**config.mk**
```make
export PLATFORM = sky130hd
export DESIGN_NAME = dca_arbiter
export DESIGN_NICKNAME = d
export VERILOG_FILES = /design/src/core/dca_pkg.sv /design/src/core/dca_arbiter.sv /design/src/core/dca_mode_map.sv /design/src/core/dca_pin_sync.sv
export VERILOG_INCLUDE_DIRS = /design/src /design/src/core
export SDC_FILE = /design/constraint.sdc
export NUM_CORES = 1
export LEC_CHECK = 0
export BUFFER_PORTS_ARGS = -buffer_cell sky130_fd_sc_hd__buf_4
export CORE_MARGIN = 4
export CORE_UTILIZATION = 39
export DETAILED_ROUTE_END_ITERATION = 7
export GPL_ROUTABILITY_DRIVEN = 0
export PLACE_DENSITY_LB_ADDON = 0.25
export SLEW_MARGIN = 20
export SYNTH_ARGS = -nofsm -noshare
export SYNTH_HDL_FRONTEND = slang
export SYNTH_SLANG_ARGS = --single-unit
```
**constraint.sdc**
```tcl
create_clock -name sys_clk -period 3.08 [get_ports sys_clk]
set_input_delay 0.308 -clock sys_clk [delete_from_list [all_inputs] [get_ports sys_clk]]
set_output_delay 0.308 -clock sys_clk [all_outputs]
set_load 0.005 [all_outputs]
```
**src/core/dca_cfg.svh**
```systemverilog
// Named constants of the drive access channel arbiter.
// Assumes inclusion by the package and design files by bare name.
`ifndef DCA_CFG_SVH
`define DCA_CFG_SVH
// Fieldbus parameter address of the channel lock
`define DCA_LOCK_ADDR    16'h013c
`define DCA_LOCK_RST     1'b0
`define DCA_LOCK_BIT     0
// Operating mode codes
`define DCA_MODE_NONE    3'h0
`define DCA_MODE_JOG     3'h1
`define DCA_MODE_SPEED   3'h2
`define DCA_MODE_PPOS    3'h3
`define DCA_MODE_PVEL    3'h4
`define DCA_MODE_HOME    3'h5
// Signal input function codes
`define DCA_FN_NONE      3'h0
`define DCA_FN_ENABLE    3'h1
`define DCA_FN_FRESET    3'h2
`define DCA_FN_QSTOP     3'h3
`define DCA_FN_HALT      3'h4
`define DCA_FN_POSITIVE_LIMIT_SWITCH      3'h5
`define DCA_FN_NEGATIVE_LIMIT_SWITCH      3'h6
`define DCA_FN_REF       3'h7
// Control command codes
`define DCA_CMD_NONE     4'h0
`define DCA_CMD_ENABLE   4'h1
`define DCA_CMD_FRESET   4'h2
`define DCA_CMD_QSTOP    4'h3
// Channel owner codes
`define DCA_OWN_NONE     2'h0
`define DCA_OWN_FB       2'h1
`define DCA_OWN_COMM     2'h2
`define DCA_OWN_SIG      2'h3
`endif

```
**src/core/dca_pkg.sv**
```systemverilog
// Types shared by the access channel arbiter files.
// Assumes dca_cfg.svh is on the include path.
`include "dca_cfg.svh"
package dca_pkg;
   typedef enum logic [2:0] {
      MODE_NONE  = `DCA_MODE_NONE,
      MODE_JOG   = `DCA_MODE_JOG,
      MODE_SPEED = `DCA_MODE_SPEED,
      MODE_PPOS  = `DCA_MODE_PPOS,
      MODE_PVEL  = `DCA_MODE_PVEL,
      MODE_HOME  = `DCA_MODE_HOME
   } dca_mode_t;
   typedef logic [2:0] dca_func_t;
   typedef logic [1:0] dca_owner_t;
   typedef struct packed {
      logic [3:0]  code;
      logic [15:0] arg;
   } dca_cmd_t;
   typedef struct packed {
      logic velLoop;
      logic posLoop;
      logic profGen;
      logic refFieldbus;
      logic modeValid;
   } dca_loop_t;
endpackage : dca_pkg
```
**src/core/dca_arbiter.sv**
```systemverilog
// Access channel arbiter of the motor drive.
// Assumes fieldbus and commissioning ports are on sys_clk;
// signal, limit and torque-off pins are asynchronous.
//
// Operation
// - Control commands come from fieldbus, commissioning software and signals.
// - An exclusive owner alone commands; other channels' commands are dropped.
// - Lock 0 releases other channels; lock 1 blocks signals and software.
// - Halt is processed even while the lock is set.
// - Signal input control functions are ignored under another owner.
// - Halt, limit and reference switch functions always stay active.
// - Both torque-off inputs act regardless of the lock.
// - Software access field grants that software exclusive control while the lock is 0.
// - Speed mode uses velocity loop; other modes position loop with profile.
// - All five modes take reference values from fieldbus commands.
`timescale 1ns/10ps
`include "dca_cfg.svh"
module dca_arbiter #(
   parameter int NPIN = 4,
   parameter int DW   = 16
) (
   input  wire logic                 sys_clk,
   input  wire logic                 rst,
   // Fieldbus parameter access
   input  wire logic                 fbWrEn,
   input  wire logic                 fbRdEn,
   input  wire logic [15:0]          fbAddr,
   input  wire logic [DW-1:0]        fbWrData,
   output logic      [DW-1:0]        fbRdData,
   output logic                      fbAck,
   output logic                      fbErr,
   // Stored lock value restored at start-up
   input  wire logic                 nvLoad,
   input  wire logic                 nvLock,
   // Fieldbus control and reference
   input  wire logic                 fbCmdValid,
   input  wire dca_pkg::dca_cmd_t    fbCmd,
   input  wire logic                 fbRefValid,
   input  wire logic [31:0]          fbRef,
   input  wire dca_pkg::dca_mode_t   opMode,
   // Commissioning software
   input  wire logic                 commAccess,
   input  wire logic                 commCmdValid,
   input  wire dca_pkg::dca_cmd_t    commCmd,
   // Configurable signal pins and their functions
   input  wire logic [NPIN-1:0]      sigPin,
   input  wire dca_pkg::dca_func_t [NPIN-1:0] sigFunc,
   input  wire logic                 safeTorqueOffA,
   input  wire logic                 safeTorqueOffB,
   // Granted command
   output logic                      cmdValid,
   output dca_pkg::dca_cmd_t         cmdOut,
   output dca_pkg::dca_owner_t       cmdSrc,
   output logic                      cmdRejected,
   output dca_pkg::dca_owner_t       owner,
   output logic                      channelLock,
   // Always-effective functions
   output logic                      haltActive,
   output logic                      positiveLimitSwitch,
   output logic                      negativeLimitSwitch,
   output logic                      refSwitch,
   output logic                      powerRemovalA,
   output logic                      powerRemovalB,
   output logic                      torqueOff,
   // Mode routing and reference
   output dca_pkg::dca_loop_t        loopSel,
   output logic                      refValid,
   output logic      [31:0]          refValue
);
   import dca_pkg::*;

   // ***************************************************
   // Function helpers
   // ***************************************************

   // Mask of pins whose assigned function equals code
   function automatic logic [NPIN-1:0] funcMask(
      input dca_func_t [NPIN-1:0] funcs,
      input dca_func_t            code
   );
      logic [NPIN-1:0] m;
      m = '0;
      for (int i = 0; i < NPIN; i++) begin
         m[i] = (funcs[i] == code);
      end
      return m;
   endfunction

   // True when a channel may command under the current owner
   function automatic logic mayCommand(
      input dca_owner_t cur,
      input dca_owner_t chan
   );
      return (cur == `DCA_OWN_NONE) || (cur == chan);
   endfunction

   // ***************************************************
   // Pin synchronisers
   // ***************************************************

   // Synchronised pin levels and their previous value
   logic [NPIN-1:0] sigSync;
   logic [1:0]      stoSync;
   logic [NPIN-1:0] sigPrev;

   // Configurable signal pins cross into sys_clk
   dca_pin_sync #(
      .W      (NPIN)
   ) u_sig_sync (
      .sys_clk (sys_clk),
      .rst     (rst),
      .pinIn   (sigPin),
      .pinOut  (sigSync)
   );

   // Torque-off pins cross into sys_clk
   dca_pin_sync #(
      .W      (2)
   ) u_sto_sync (
      .sys_clk (sys_clk),
      .rst     (rst),
      .pinIn   ({safeTorqueOffB, safeTorqueOffA}),
      .pinOut  (stoSync)
   );

   // ***************************************************
   // Channel lock parameter
   // ***************************************************

   // Decode of the single mapped parameter
   wire lockHit  = (fbAddr == `DCA_LOCK_ADDR);
   wire lockWr   = fbWrEn && lockHit;
   wire anyAcc   = fbWrEn || fbRdEn;
   wire [DW-1:0] lockWord = {{(DW-1){1'b0}}, channelLock};
   wire next_lock = lockWr ? fbWrData[`DCA_LOCK_BIT]
                  : nvLoad ? nvLock : channelLock;

   // Lock register; fieldbus write wins over a restore
   always_ff @(posedge sys_clk or posedge rst) begin
      if (rst) begin
         channelLock <= `DCA_LOCK_RST;
      end else begin
         channelLock <= next_lock;
      end
   end

   // Access answer one cycle after the strobe; unmapped flags error
   always_ff @(posedge sys_clk or posedge rst) begin
      if (rst) begin
         fbAck    <= 1'b0;
         fbErr    <= 1'b0;
         fbRdData <= '0;
      end else begin
         fbAck    <= anyAcc && lockHit;
         fbErr    <= anyAcc && !lockHit;
         fbRdData <= (fbRdEn && lockHit) ? lockWord : '0;
      end
   end

   // ***************************************************
   // Ownership
   // ***************************************************

   // Fieldbus lock takes precedence over the software field
   wire dca_owner_t next_owner =
      channelLock ? dca_owner_t'(`DCA_OWN_FB)
      : commAccess ? dca_owner_t'(`DCA_OWN_COMM)
      : dca_owner_t'(`DCA_OWN_NONE);

   // Owner follows lock and access field one cycle later
   always_ff @(posedge sys_clk or posedge rst) begin
      if (rst) begin
         owner <= `DCA_OWN_NONE;
      end else begin
         owner <= next_owner;
      end
   end

   // ***************************************************
   // Signal input commands
   // ***************************************************

   // Rising edges of synchronised pins start signal commands
   wire [NPIN-1:0] sigRise = sigSync & ~sigPrev;
   wire [NPIN-1:0] riseEn  = sigRise & funcMask(sigFunc, `DCA_FN_ENABLE);
   wire [NPIN-1:0] riseRst = sigRise & funcMask(sigFunc, `DCA_FN_FRESET);
   wire [NPIN-1:0] riseQs  = sigRise & funcMask(sigFunc, `DCA_FN_QSTOP);
   wire            sigCmdValid = |{riseEn, riseRst, riseQs};
   wire dca_cmd_t  sigCmd  =
      (|riseQs)  ? dca_cmd_t'{code: `DCA_CMD_QSTOP,  arg: 16'h0000}
      : (|riseRst) ? dca_cmd_t'{code: `DCA_CMD_FRESET, arg: 16'h0000}
      : dca_cmd_t'{code: `DCA_CMD_ENABLE, arg: 16'h0000};

   // Previous synchronised level for edge detection
   always_ff @(posedge sys_clk or posedge rst) begin
      if (rst) begin
         sigPrev <= '0;
      end else begin
         sigPrev <= sigSync;
      end
   end

   // ***************************************************
   // Command arbitration
   // ***************************************************

   // Grant by owner, then fieldbus over software over signals
   wire fbOk = fbCmdValid && mayCommand(owner, `DCA_OWN_FB);
   wire cmOk = commCmdValid
            && mayCommand(owner, `DCA_OWN_COMM);
   wire sgOk = sigCmdValid
            && (owner == `DCA_OWN_NONE);
   wire fbGo = fbOk;
   wire cmGo = cmOk && !fbOk;
   wire sgGo = sgOk && !fbOk && !cmOk;
   wire anyGo = fbGo || cmGo || sgGo;
   wire dca_cmd_t next_cmd = fbGo ? fbCmd
                           : cmGo ? commCmd : sigCmd;
   wire dca_owner_t next_src =
      fbGo ? dca_owner_t'(`DCA_OWN_FB)
      : cmGo ? dca_owner_t'(`DCA_OWN_COMM)
      : dca_owner_t'(`DCA_OWN_SIG);
   // Losers of arbitration are reported as rejected
   wire next_rej = (fbCmdValid && !fbGo)
                || (commCmdValid && !cmGo)
                || (sigCmdValid && !sgGo);

   // Granted command stands one cycle
   always_ff @(posedge sys_clk or posedge rst) begin
      if (rst) begin
         cmdValid    <= 1'b0;
         cmdOut      <= '0;
         cmdSrc      <= `DCA_OWN_NONE;
         cmdRejected <= 1'b0;
      end else begin
         cmdValid    <= anyGo;
         cmdOut      <= anyGo ? next_cmd : '0;
         cmdSrc      <= anyGo ? next_src : dca_owner_t'(`DCA_OWN_NONE);
         cmdRejected <= next_rej;
      end
   end

   // ***************************************************
   // Always-effective functions
   // ***************************************************

   // Never gated by owner or lock
   wire next_halt = |(sigSync & funcMask(sigFunc, `DCA_FN_HALT));
   wire next_positive_limit_switch = |(sigSync & funcMask(sigFunc, `DCA_FN_POSITIVE_LIMIT_SWITCH));
   wire next_negative_limit_switch = |(sigSync & funcMask(sigFunc, `DCA_FN_NEGATIVE_LIMIT_SWITCH));
   wire next_refs = |(sigSync & funcMask(sigFunc, `DCA_FN_REF));
   // Low level on a torque-off input removes power
   wire next_prA  = !stoSync[0];
   wire next_prB  = !stoSync[1];

   always_ff @(posedge sys_clk or posedge rst) begin
      if (rst) begin
         haltActive          <= 1'b0;
         positiveLimitSwitch <= 1'b0;
         negativeLimitSwitch <= 1'b0;
         refSwitch           <= 1'b0;
         powerRemovalA       <= 1'b1;
         powerRemovalB       <= 1'b1;
         torqueOff           <= 1'b1;
      end else begin
         haltActive          <= next_halt;
         positiveLimitSwitch <= next_positive_limit_switch;
         negativeLimitSwitch <= next_negative_limit_switch;
         refSwitch           <= next_refs;
         powerRemovalA       <= next_prA;
         powerRemovalB       <= next_prB;
         torqueOff           <= next_prA || next_prB;
      end
   end

   // ***************************************************
   // Mode routing and reference values
   // ***************************************************

   // Mode decides loop and profile generator use
   dca_mode_map u_mode_map (
      .sys_clk (sys_clk),
      .rst     (rst),
      .mode    (opMode),
      .loopSel (loopSel)
   );

   // Reference values only come from the fieldbus in a valid mode
   wire next_refValid = fbRefValid && loopSel.refFieldbus;

   // Last accepted reference is held between updates
   always_ff @(posedge sys_clk or posedge rst) begin
      if (rst) begin
         refValid <= 1'b0;
         refValue <= '0;
      end else begin
         refValid <= next_refValid;
         if (next_refValid) begin
            refValue <= fbRef;
         end
      end
   end
endmodule // dca_arbiter

```
**src/core/dca_mode_map.sv**
```systemverilog
// Maps the operating mode to control loop and profile generator use.
// Assumes mode comes from logic on sys_clk.
`timescale 1ns/10ps
module dca_mode_map (
   input  wire logic                 sys_clk,
   input  wire logic                 rst,
   input  wire dca_pkg::dca_mode_t   mode,
   output dca_pkg::dca_loop_t        loopSel
);
   import dca_pkg::*;
   dca_loop_t next_loopSel;

   // Speed mode runs the velocity loop without profile generator
   always_comb begin
      next_loopSel = '0;
      case (mode)
         MODE_SPEED: begin
            next_loopSel.velLoop     = 1'b1;
            next_loopSel.refFieldbus = 1'b1;
            next_loopSel.modeValid   = 1'b1;
         end
         MODE_JOG, MODE_PPOS, MODE_PVEL, MODE_HOME: begin
            next_loopSel.posLoop     = 1'b1;
            next_loopSel.profGen     = 1'b1;
            next_loopSel.refFieldbus = 1'b1;
            next_loopSel.modeValid   = 1'b1;
         end
         default: next_loopSel = '0;
      endcase
   end

   always_ff @(posedge sys_clk or posedge rst) begin
      if (rst) begin
         loopSel <= '0;
      end else begin
         loopSel <= next_loopSel;
      end
   end
endmodule // dca_mode_map

```
**src/core/dca_pin_sync.sv**
```systemverilog
// Three-stage synchroniser for a group of pin inputs.
// Assumes pins are asynchronous to sys_clk; settled level out.
`timescale 1ns/10ps
module dca_pin_sync #(
   parameter int W = 4
) (
   input  wire logic         sys_clk,
   input  wire logic         rst,
   input  wire logic [W-1:0] pinIn,
   output logic      [W-1:0] pinOut
);
   logic [W-1:0] ff1;
   logic [W-1:0] ff2;
   logic [W-1:0] ff3;
   wire  [W-1:0] agree = ~(ff2 ^ ff3);
   wire  [W-1:0] next_pinOut = (pinOut & ~agree) | (ff3 & agree);

   // Shift chain; output follows once stages two and three agree
   always_ff @(posedge sys_clk or posedge rst) begin
      if (rst) begin
         ff1    <= '0;
         ff2    <= '0;
         ff3    <= '0;
         pinOut <= '0;
      end else begin
         ff1    <= pinIn;
         ff2    <= ff1;
         ff3    <= ff2;
         pinOut <= next_pinOut;
      end
   end
endmodule // dca_pin_sync

```
==> impl_metrics.csv, run 1 <==
group,metric,value,unit
status,status,"finished clean",
sta,slew_viol_final,0,
setup_path,path_cells,"and2b_1 > buf_4 > a21oi_2 > nor2_1 > buf_4 > a22oi_1 > a22oi_2",
setup_path,crit_path_frequent_cell,"buf_4",
pwr,p_comb_share,19.6,%
sta,hold_viol_final,0,
synth,synthMuxAreaShare,9.94,%
placement,dpl_cell_area,0.00538,mm2
clock_tree,numCtsBuffers,9,
global_routing,grt_max_degree,69,
route,drcViolationCount,0,
clock_tree,cts_tree,"done",
sta,tightest_slew,0.824,ns
synth,syn-mean-instance-area,14.1,um2
route,vias,2906,
route,dr.first_iter.drc_count,174,
setup_path,critPathKind,"reg2reg",
global_routing,grt_pass1_vias,2958,
setup_path,endpoint_kind,"register",
synth,yosys.area_share.simple,7.85,%
pwr,p_leak,2.74,nW
clock_tree,clock_sink_count,101,
route,wl,9270,um
setup_path,start_kind,"register",
global_routing,grt-ovfl-total,0,
flow_run,cap_viol_max_count,0,
synth,yosys.area_share.adder,1.57,%
clock_tree,postCtsSetupBuffers,0,
sta,fin_crit_sh,62.1,%
worst_hold_path,hp-class,"in2reg",
clock_tree,cts_root_buf,"clkbuf_8",
clock_tree,cts-resized-gates,0,
cells_and_area,final_common_cell,"buf_4",
setup_path,critPathMaxFanout,23,
die,start_util,40.6,%
cells_and_area,area_growth,46.0,%
synth,ys_warn_count,0,
clock_tree,clockBufferDepth,2,
synth,synth_xor_area_share,0,%
synth,yosys.area.top_type,"dfrtp_1",
pwr,power.switching,0.746,mW
synth,synthesis.area,0.00383,mm2
pwr,power_density,532,mW/mm2
pwr,p_sw_share,25.1,%
setup_path,required,3.36,ns
sta,finalSetupTns,0,ns
cells_and_area,regArea,0.00253,mm2
sta,min_period,1.91,ns
sta,clock_skew,0.00972,ns
placement,portBuffers,194,
synth,synth_edf_count,0,
global_routing,use_met2,28.0,%
synth,synth_top_family_by_area,"multiplexers",
setup_path,critPathMaxStageDelay,0.42,ns
route,via_per_inst,4.80,
cells_and_area,nNetsFinal,606,
pwr,sequentialPowerShare,52.1,%
route,drt_pre_antenna_iters,4,
cells_and_area,layout_common_cells,"199 x buf_4, 98 x dfrtp_1, 32 x mux2_2",
cells_and_area,drive_above_1_share,54.0,%
die,die_w,107,um
global_routing,antenna_found_initial,0,
clock_tree,clk_latency,0.35,ns
synth,synth-compound-area-share,9.48,%
placement,dpl.hpwl,7200,um
global_routing,top_usage_layer,"met2",
clock_tree,htree_levels,3,
clock_tree,clk_pin_slew,0.10,ns
pwr,pwr-share-clk,28.3,%
sta,grt_setup_unrepaired,"no",
global_routing,use_met3,3.91,%
route,wl_per_cell,15.3,um
cells_and_area,final_util,59.3,%
setup_path,critPathArrivalTime,2.19,ns
synth,yosys.area.top_type_share,64.1,%
synth,yosysSeqAreaShare,66.2,%
die,ioPinCount,225,
synth,synthTopCellsByArea,"dfrtp_1 64%, mux2_2 9.4%, a22o_1 4.1%",
synth,synth_ff_type,"dfrtp_1",
sta,slew_headroom,45.0,%
synth,synth-seq-cells,101,
sta,timing.fmax,0.523,GHz
pwr,peakVddDrop,0.000308,V
setup_path,slowest_stage,"dfrtp_1",
die,die_area,0.0115,mm2
sta,finalSetupViolCount,0,
synth,ys_types,45,
global_routing,track_usage,15.9,%
cells_and_area,finalInstanceArea,0.00559,mm2
cells_and_area,fill_cells,771,
die,coreArea,0.00942,mm2
die,die_height,107,um
sta,holdWs,0.0566,ns
cells_and_area,multiInputGateArea,0.00116,mm2
pwr,p_int,2.23,mW
global_routing,grt_pass1_wl,14300,um
clock_tree,hold_buffers,0,
synth,async_reset_ff_share,100,%
synth,netlist_instances,271,
cells_and_area,diodes,0,
route,route.antenna.remaining_nets,0,
global_routing,grt.met1_usage,18.6,%
die,rows,35,
[path summary, 6_finish.rpt]
path                              startpoint                 to  slack (ns)  cells past startpoint
max                                 owner[1]         cmdOut[16]        1.17                      7
min                                sigPin[3]  u_sig_sync.ff1[3]        0.06                      1
max reg2reg                         owner[1]         cmdOut[16]        1.17                      7
min reg2reg                u_sig_sync.ff1[0]  u_sig_sync.ff2[0]        0.36                      0
max in group asynchronous                rst       refValue[17]        2.17                      3
min in group asynchronous                rst        refValue[7]        0.10                      2
[per-layer routing]
layer  share of wire (%)  vias up
met3                 8.5       11
met1                  37     1404
li1                    -     1345
met4                 1.6        0
met5                   0        -
met2                  52      146
[cells in the mapped netlist, drive strengths merged (2+ instances only)]
| cell | count |
|---|---|
| nand4 | 6 |
| nand2 | 10 |
| nor2b | 4 |
| a21oi | 4 |
| o31ai | 3 |
| nor2 | 9 |
| a22o | 18 |
| a32o | 2 |
| inv | 9 |
| a22oi | 3 |
| dfrtp | 98 |
| nor3 | 4 |
| nor3b | 6 |
| dfstp | 3 |
| clkbuf | 4 |
| maj3 | 6 |
| buf | 20 |
| nand3 | 5 |
| nor4 | 3 |
| o21ai | 4 |
| mux2 | 32 |
| mux2i | 2 |
[sequential cells by signal, indices dropped and copies added, names as in the netlist, 2 cells and up, named ones only]
| signal | count |
|---|---|
| cmdOut | 20 |
| cmdSrc | 2 |
| owner | 2 |
| refValue | 32 |
| sigPrev | 4 |
| u_mode_map.loopSel | 3 |
| u_sig_sync.ff1 | 4 |
| u_sig_sync.ff2 | 4 |
| u_sig_sync.ff3 | 4 |
| u_sto_sync.ff1 | 2 |
| u_sto_sync.ff2 | 2 |
| u_sto_sync.ff3 | 2 |
[power groups by stage]
stage                     logic (mW)  clock network (mW)  registers (mW)
after floorplan                0.217                   0            1.58
after CTS                      0.594               0.876            1.55
after global routing           0.638               0.938            1.56
after detailed placement       0.593                   0            1.58
final                          0.584               0.840            1.55
after global placement         0.584                   0            1.57
[metrics by stage]
step / setup slack (ns) / std cells / power (mW)
5_1_grt: 0.939 / 605 / 3.14
2_1_floorplan: 0.130 / 285 / 1.80
6_report: 1.17 / 605 / 2.97
3_5_place_dp: 1.15 / 589 / 2.17
4_1_cts: 1.13 / 605 / 3.02
3_3_place_gp: 1.17 / 589 / 2.15
[kinds of logic (layout without fill, tap and decap cells)]
logic type	after synthesis	after routing
flip-flops	101	101
AND/OR/NAND/NOR	53	53
AO/OA/AOI/OAI	43	43
multiplexers	34	34
buffers and inverters	33	224
adder cells (fa/ha/maj)	6	6
other	1	15
[worst max-delay path: cells and delay by family, from the launching register on]
kind	cells	cell delay (ns)
AO/OA/AOI/OAI	3	0.32
flip-flops	1	0.42
AND/OR/NAND/NOR	2	0.56
buffers and inverters	2	0.53
[cell type report]
type | instances | area share [%]
clock buffer | 9 | 2.22
timing repair buffer | 199 | 26.7
tap | 129 | 2.89
clock inverter | 7 | 1.43
inverter | 9 | 0.649
multi-input combinational | 151 | 20.8
sequential | 101 | 45.3
(Power assumes the default switching activity.)
==> inputs of run 2 (changes only) <==
ABC_AREA = 1   (was not set)
CORE_UTILIZATION = 40   (was 39)
clock period = 1.55 ns   (was 3.08 ns; I/O delays follow)
==> impl_metrics.csv, run 2 <==
group,metric,value,unit
synth,synth_most_common_cell,"nand2_1",
route,wl_per_cell,13.8,um
clock_tree,cts_tree,"done",
route,route.antenna.remaining_nets,0,
clock_tree,cts-resized-gates,0,
synth,synth_ff_type,"dfrtp_1",
die,die_area,0.0120,mm2
placement,dp.cells,771,
synth,syn-mean-instance-area,9.18,um2
setup_path,path_cells,"dlygate4sd3_1 > buf_4 > a21oi_1 > dlygate4sd3_1",
sta,fin_crit_sh,88.9,%
route,drt_pre_antenna_iters,5,
route,wl,11600,um
sta,finalSetupViolCount,0,
synth,synth_top_family_by_area,"simple AND/OR/NAND/NOR gates",
cells_and_area,top_regs,"refValue: 32 flops, cmdOut: 20 flops",
sta,timing.fmax,0.726,GHz
synth,synthTopCellsByCount,"179 x nand2_1, 98 x dfrtp_1, 37 x inv_1, 37 x nand3_1, 22 x nor2_1",
pwr,power_density,912,mW/mm2
route,vias,3780,
synth,yosys.area_share.adder,1.45,%
global_routing,track_usage,19.3,%
sta,clock_skew,0.00891,ns
placement,dpl.hpwl,8290,um
cells_and_area,diodes,0,
route,dr.first_iter.drc_count,197,
synth,synthTopCellsByArea,"dfrtp_1 59%, nand2_1 16%, nand3_1 4.5%",
sta,timing.final.ws_setup,0.172,ns
synth,netlist_instances,451,
pwr,p_leak,3.52,nW
clock_tree,cts_root_buf,"clkbuf_8",
global_routing,grt-ovfl-total,0,
pwr,peakVddDrop,0.000458,V
setup_path,critPathBufInv,3,
synth,synth_xor_area_share,0,%
synth,yosys.area_share.simple,26.4,%
sta,hold_viol_final,0,
placement,portBuffers,194,
cells_and_area,nNetsFinal,840,
global_routing,grt_max_degree,37,
setup_path,endpoint_kind,"register",
clock_tree,htree_levels,3,
die,rows,36,
synth,synthMuxAreaShare,0.242,%
sta,finalSetupTns,0,ns
setup_path,critPathKind,"in2reg",
synth,async_reset_ff_share,100,%
die,ioPinCount,225,
setup_path,critPathTopFamily,"buffers and inverters",
synth,yosysSeqAreaShare,61.1,%
synth,synth-seq-cells,101,
setup_path,required,1.84,ns
cells_and_area,layout_common_cells,"198 x buf_4, 179 x nand2_1, 98 x dfrtp_1",
synth,ys_warn_count,0,
route,via_per_inst,4.48,
clock_tree,clk_pin_slew,0.09,ns
cells_and_area,stdcell_count,843,
cells_and_area,largest_register_ffs,32,
clock_tree,clockBufferDepth,2,
synth,synth-compound-area-share,2.02,%
placement,dp_slack,0.275,ns
die,die_w,110,um
sta,slew_viol_final,0,
cells_and_area,drive_above_1_share,33.1,%
setup_path,critPathMaxStageDelay,0.61,ns
global_routing,grt_pass1_vias,3915,
global_routing,grt_pass1_wl,18000,um
flow_run,cap_viol_max_count,0,
sta,min_period,1.38,ns
cells_and_area,final_common_cell,"buf_4",
route,drcViolationCount,0,
synth,ys_types,28,
setup_path,critPathMaxFanout,2,
clock_tree,numCtsBuffers,9,
clock_tree,clk_latency,0.35,ns
synth,yosys.area.top_type_share,59.2,%
cells_and_area,regMostFlops,"refValue",
die,die_height,110,um
sta,grt_setup_unrepaired,"no",
clock_tree,clock_sink_count,101,
setup_path,start_kind,"input port",
setup_path,crit_path_frequent_cell,"dlygate4sd3_1",
synth,synthesis.area,0.00414,mm2
synth,yosys.area.top_type,"dfrtp_1",
global_routing,antenna_found_initial,0,
status,status,"finished clean",
die,coreArea,0.00991,mm2
setup_path,critPathArrivalTime,1.67,ns
synth,synth_edf_count,0,
worst_hold_path,hp-class,"in2reg",
setup_path,rrSetupSlack,0.24,ns
setup_path,slowest_stage,"dlygate4sd3_1",
cells_and_area,area_growth,56.2,%
die,start_util,41.8,%
[run 2: cells by family after synthesis]
logic type,count (synthesis)
adders and majority gates,6
buffers and inverters,71
other,1
muxes,1
AOI/OAI and AO/OA,14
DFF,101
and+or+nand+nor,257
[run 2: cell type report]
type / instances / area, um2
Fill cell: 759 / 3440
Multi-Input combinational cell: 293 / 1310
Clock inverter: 2 / 35.0
Sequential cell: 101 / 2530
Clock buffer: 14 / 143
Timing Repair Buffer: 258 / 2130
Inverter: 42 / 161
Tap cell: 133 / 166
[run 2: stage by stage]
stage	util, %	instance area [um2]	hold slack [ns]	power, mW
finish	65.3	6470	0.0236	5.90
global route	65.3	6470	0.00891	6.27
global placement	57.8	5730	0.193	4.24
CTS	65.3	6470	0.00511	5.96
floorplan	-	4200	0.186	3.56
detailed placement	57.8	5730	0.198	4.27
[run 2: what timing repair did]
item / CTS / global route
hold buffers: 56 / 0
endpoints found under the hold margin: 68 / 0
setup buffers: 0 / 0
[run 2: per-layer routing]
metal / part of all wire [%] / vias to the layer above / GRT usage [%]
li1: - / 1861 / -
met3: 8.3 / 20 / 5.40
met2: 53 / 159 / 33.7
met1: 37 / 1740 / 22.2
met5: 0 / - / 0
met4: 1.9 / 0 / 7.84
[run 2: final timing paths]
check                                  start                    end  cells after the start
hold / removal                      fbCmd[3]              cmdOut[3]                      3
setup reg to reg                    owner[0]              cmdOut[1]                      4
hold reg to reg            u_sto_sync.ff1[0]      u_sto_sync.ff2[0]                      0
setup / recovery                   opMode[2]  u_mode_map.loopSel[3]                      4
min in group asynchronous                rst      u_sig_sync.ff1[2]                      3
max in group asynchronous                rst          powerRemovalA                      4
[run 2: report_power, final]
part           total (mW)  switching (mW)  internal [mW]  leakage, nW
Clock                1.55           0.803          0.749       0.0887
Sequential           3.05           0.149           2.90         1.23
Combinational        1.29           0.565          0.726         2.20
Total                5.90            1.52           4.38         3.52
[run 2: tightest hold or removal path: cells and delay by family]
kind	cells	cell delay [ns]
simple gates	2	0.10
buf+inv	1	0.08
==> inputs of run 3 (changes only) <==
CORE_ASPECT_RATIO = 1.75   (was not set)
==> impl_metrics.csv, run 3 (synthesis results as in run 2) <==
group,metric,value,unit
status,status,"finished clean",
global_routing,antenna_found_initial,0,
clock_tree,numCtsBuffers,9,
setup_path,start_kind,"register",
route,wl_met3,723,um
sta,hold_viol_final,0,
cells_and_area,final_util,62.4,%
cells_and_area,fill_cells,852,
sta,slew_viol_final,0,
cells_and_area,largest_register_ffs,32,
die,coreArea,0.00997,mm2
sta,min_period,1.29,ns
sta,grt_setup_unrepaired,"no",
global_routing,grt_max_degree,102,
clock_tree,cts_tree,"done",
route,drcViolationCount,0,
pwr,power_density,1040,mW/mm2
global_routing,track_usage,18.3,%
die,start_util,41.5,%
setup_path,critPathKind,"reg2reg",
clock_tree,cts_root_buf,"clkbuf_16",
pwr,p_leak,3.43,nW
route,wl_per_cell,13.7,um
route,drt_pre_antenna_iters,4,
sta,timing.fmax,0.775,GHz
sta,finalSetupViolCount,0,
setup_path,critPathArrivalTime,1.51,ns
sta,finalSetupTns,0,ns
pwr,peakVddDrop,0.000571,V
die,die_height,143,um
route,vias,3751,
clock_tree,htree_levels,3,
route,wl_met2,6190,um
clock_tree,clk_latency,0.34,ns
pwr,p_sw_share,25.0,%
die,die_area,0.0121,mm2
placement,portBuffers,194,
route,wl_met1,3570,um
pwr,pwr-share-clk,34.6,%
route,route.antenna.remaining_nets,0,
cells_and_area,area_growth,50.2,%
cells_and_area,layout_common_cells,"200 x buf_4, 179 x nand2_1, 98 x dfrtp_1",
sta,holdWs,0.0150,ns
route,highest_layer,"met4",
clock_tree,clk_pin_slew,0.07,ns
global_routing,grt-ovfl-total,0,
cells_and_area,nNetsFinal,807,
pwr,sequentialPowerShare,47.0,%
setup_path,endpoint_kind,"register",
cells_and_area,diodes,0,
sta,clock_skew,0.00550,ns
die,die_w,84.9,um
worst_hold_path,hp-class,"in2reg",
global_routing,grt_pass1_vias,3910,
sta,slew_headroom,65.2,%
pwr,p_comb_share,18.4,%
pwr,power.switching,1.63,mW
die,ioPinCount,225,
setup_path,required,1.77,ns
route,wl,11000,um
pwr,p_int,4.87,mW
flow_run,cap_viol_max_count,0,
cells_and_area,final_common_cell,"buf_4",
clock_tree,clockBufferDepth,2,
sta,fin_crit_sh,83.3,%
placement,dpl.hpwl,8180,um
cells_and_area,regMostFlops,"refValue",
cells_and_area,top_regs,"refValue: 32 flops, cmdOut: 20 flops",
cells_and_area,drive_above_1_share,35.2,%
route,dr.first_iter.drc_count,159,
clock_tree,clock_sink_count,101,
setup_path,rrSetupSlack,0.26,ns
route,via_per_inst,4.68,
sta,tightest_slew,0.522,ns
setup_path,critPathMaxFanout,6,
die,rows,48,
global_routing,grt_pass1_wl,17600,um
## run 3: power by group through the flow
stage / clock [mW] / sequential [mW] / combinational [mW]
6_report: 2.25 / 3.05 / 1.20
5_1_grt: 2.45 / 3.08 / 1.32
4_1_cts: 2.33 / 3.05 / 1.21
3_5_place_dp: 0 / 3.10 / 1.16
3_3_place_gp: 0 / 3.09 / 1.12
2_1_floorplan: 0 / 3.10 / 0.457
## run 3: area by class of cell
class / instances / area (um2) / area share (%)
clock inverters: 5 / 60.1 / 0.966
repair buffers: 225 / 1760 / 28.3
inverters: 42 / 161 / 2.60
multi-input cells: 293 / 1310 / 21.0
well taps: 125 / 156 / 2.52
clock buffers: 11 / 243 / 3.90
flip-flops and latches: 101 / 2530 / 40.7
## run 3: repair_timing
| action | 4_1_cts | 5_1_grt |
|---|---|---|
| buffers inserted | 0 | 0 |
| endpoints found under the hold margin | 75 | 0 |
| hold buffers | 24 | 0 |
| gates resized for setup | 0 | 0 |
## run 3: critical path: stages (launching register included)
cell and delay (ns):
dfrtp_1 0.43, inv_2 0.09, nor2_4 0.04, nand3_1 0.06
nand2_1 0.09, nor2_2 0.17, nand3_2 0.11, nand2_2 0.12
a21oi_1 0.07
## run 3: metrics by stage
step | setup WS (ns) | instances | power, mW | area, um2
CTS | 0.261 | 802 | 6.59 | 6220
finish | 0.260 | 802 | 6.50 | 6220
floorplan | 0.194 | 465 | 3.56 | 4200
detailed placement | 0.268 | 762 | 4.26 | 5680
global placement | 0.283 | 762 | 4.21 | 5680
global route | 0.174 | 802 | 6.85 | 6220
## run 3: layer usage
layer,vias to the layer above,global-route usage (%)
met4,0,10.0
met3,41,4.69
met5,-,0
li1,1807,-
met1,1734,18.4
met2,169,33.7
## run 3: final timing paths
path / start / to / cells after the start
min: fbRef[11] / refValue[11] / 3
max reg2reg: register / cmdOut[17] / 8
min reg2reg: u_sto_sync.ff1[0] / u_sto_sync.ff2[0] / 0
min in group asynchronous: rst / u_sto_sync.ff1[1] / 4
max in group asynchronous: rst / u_sig_sync.ff2[0] / 4
max: register / cmdOut[17] / 8
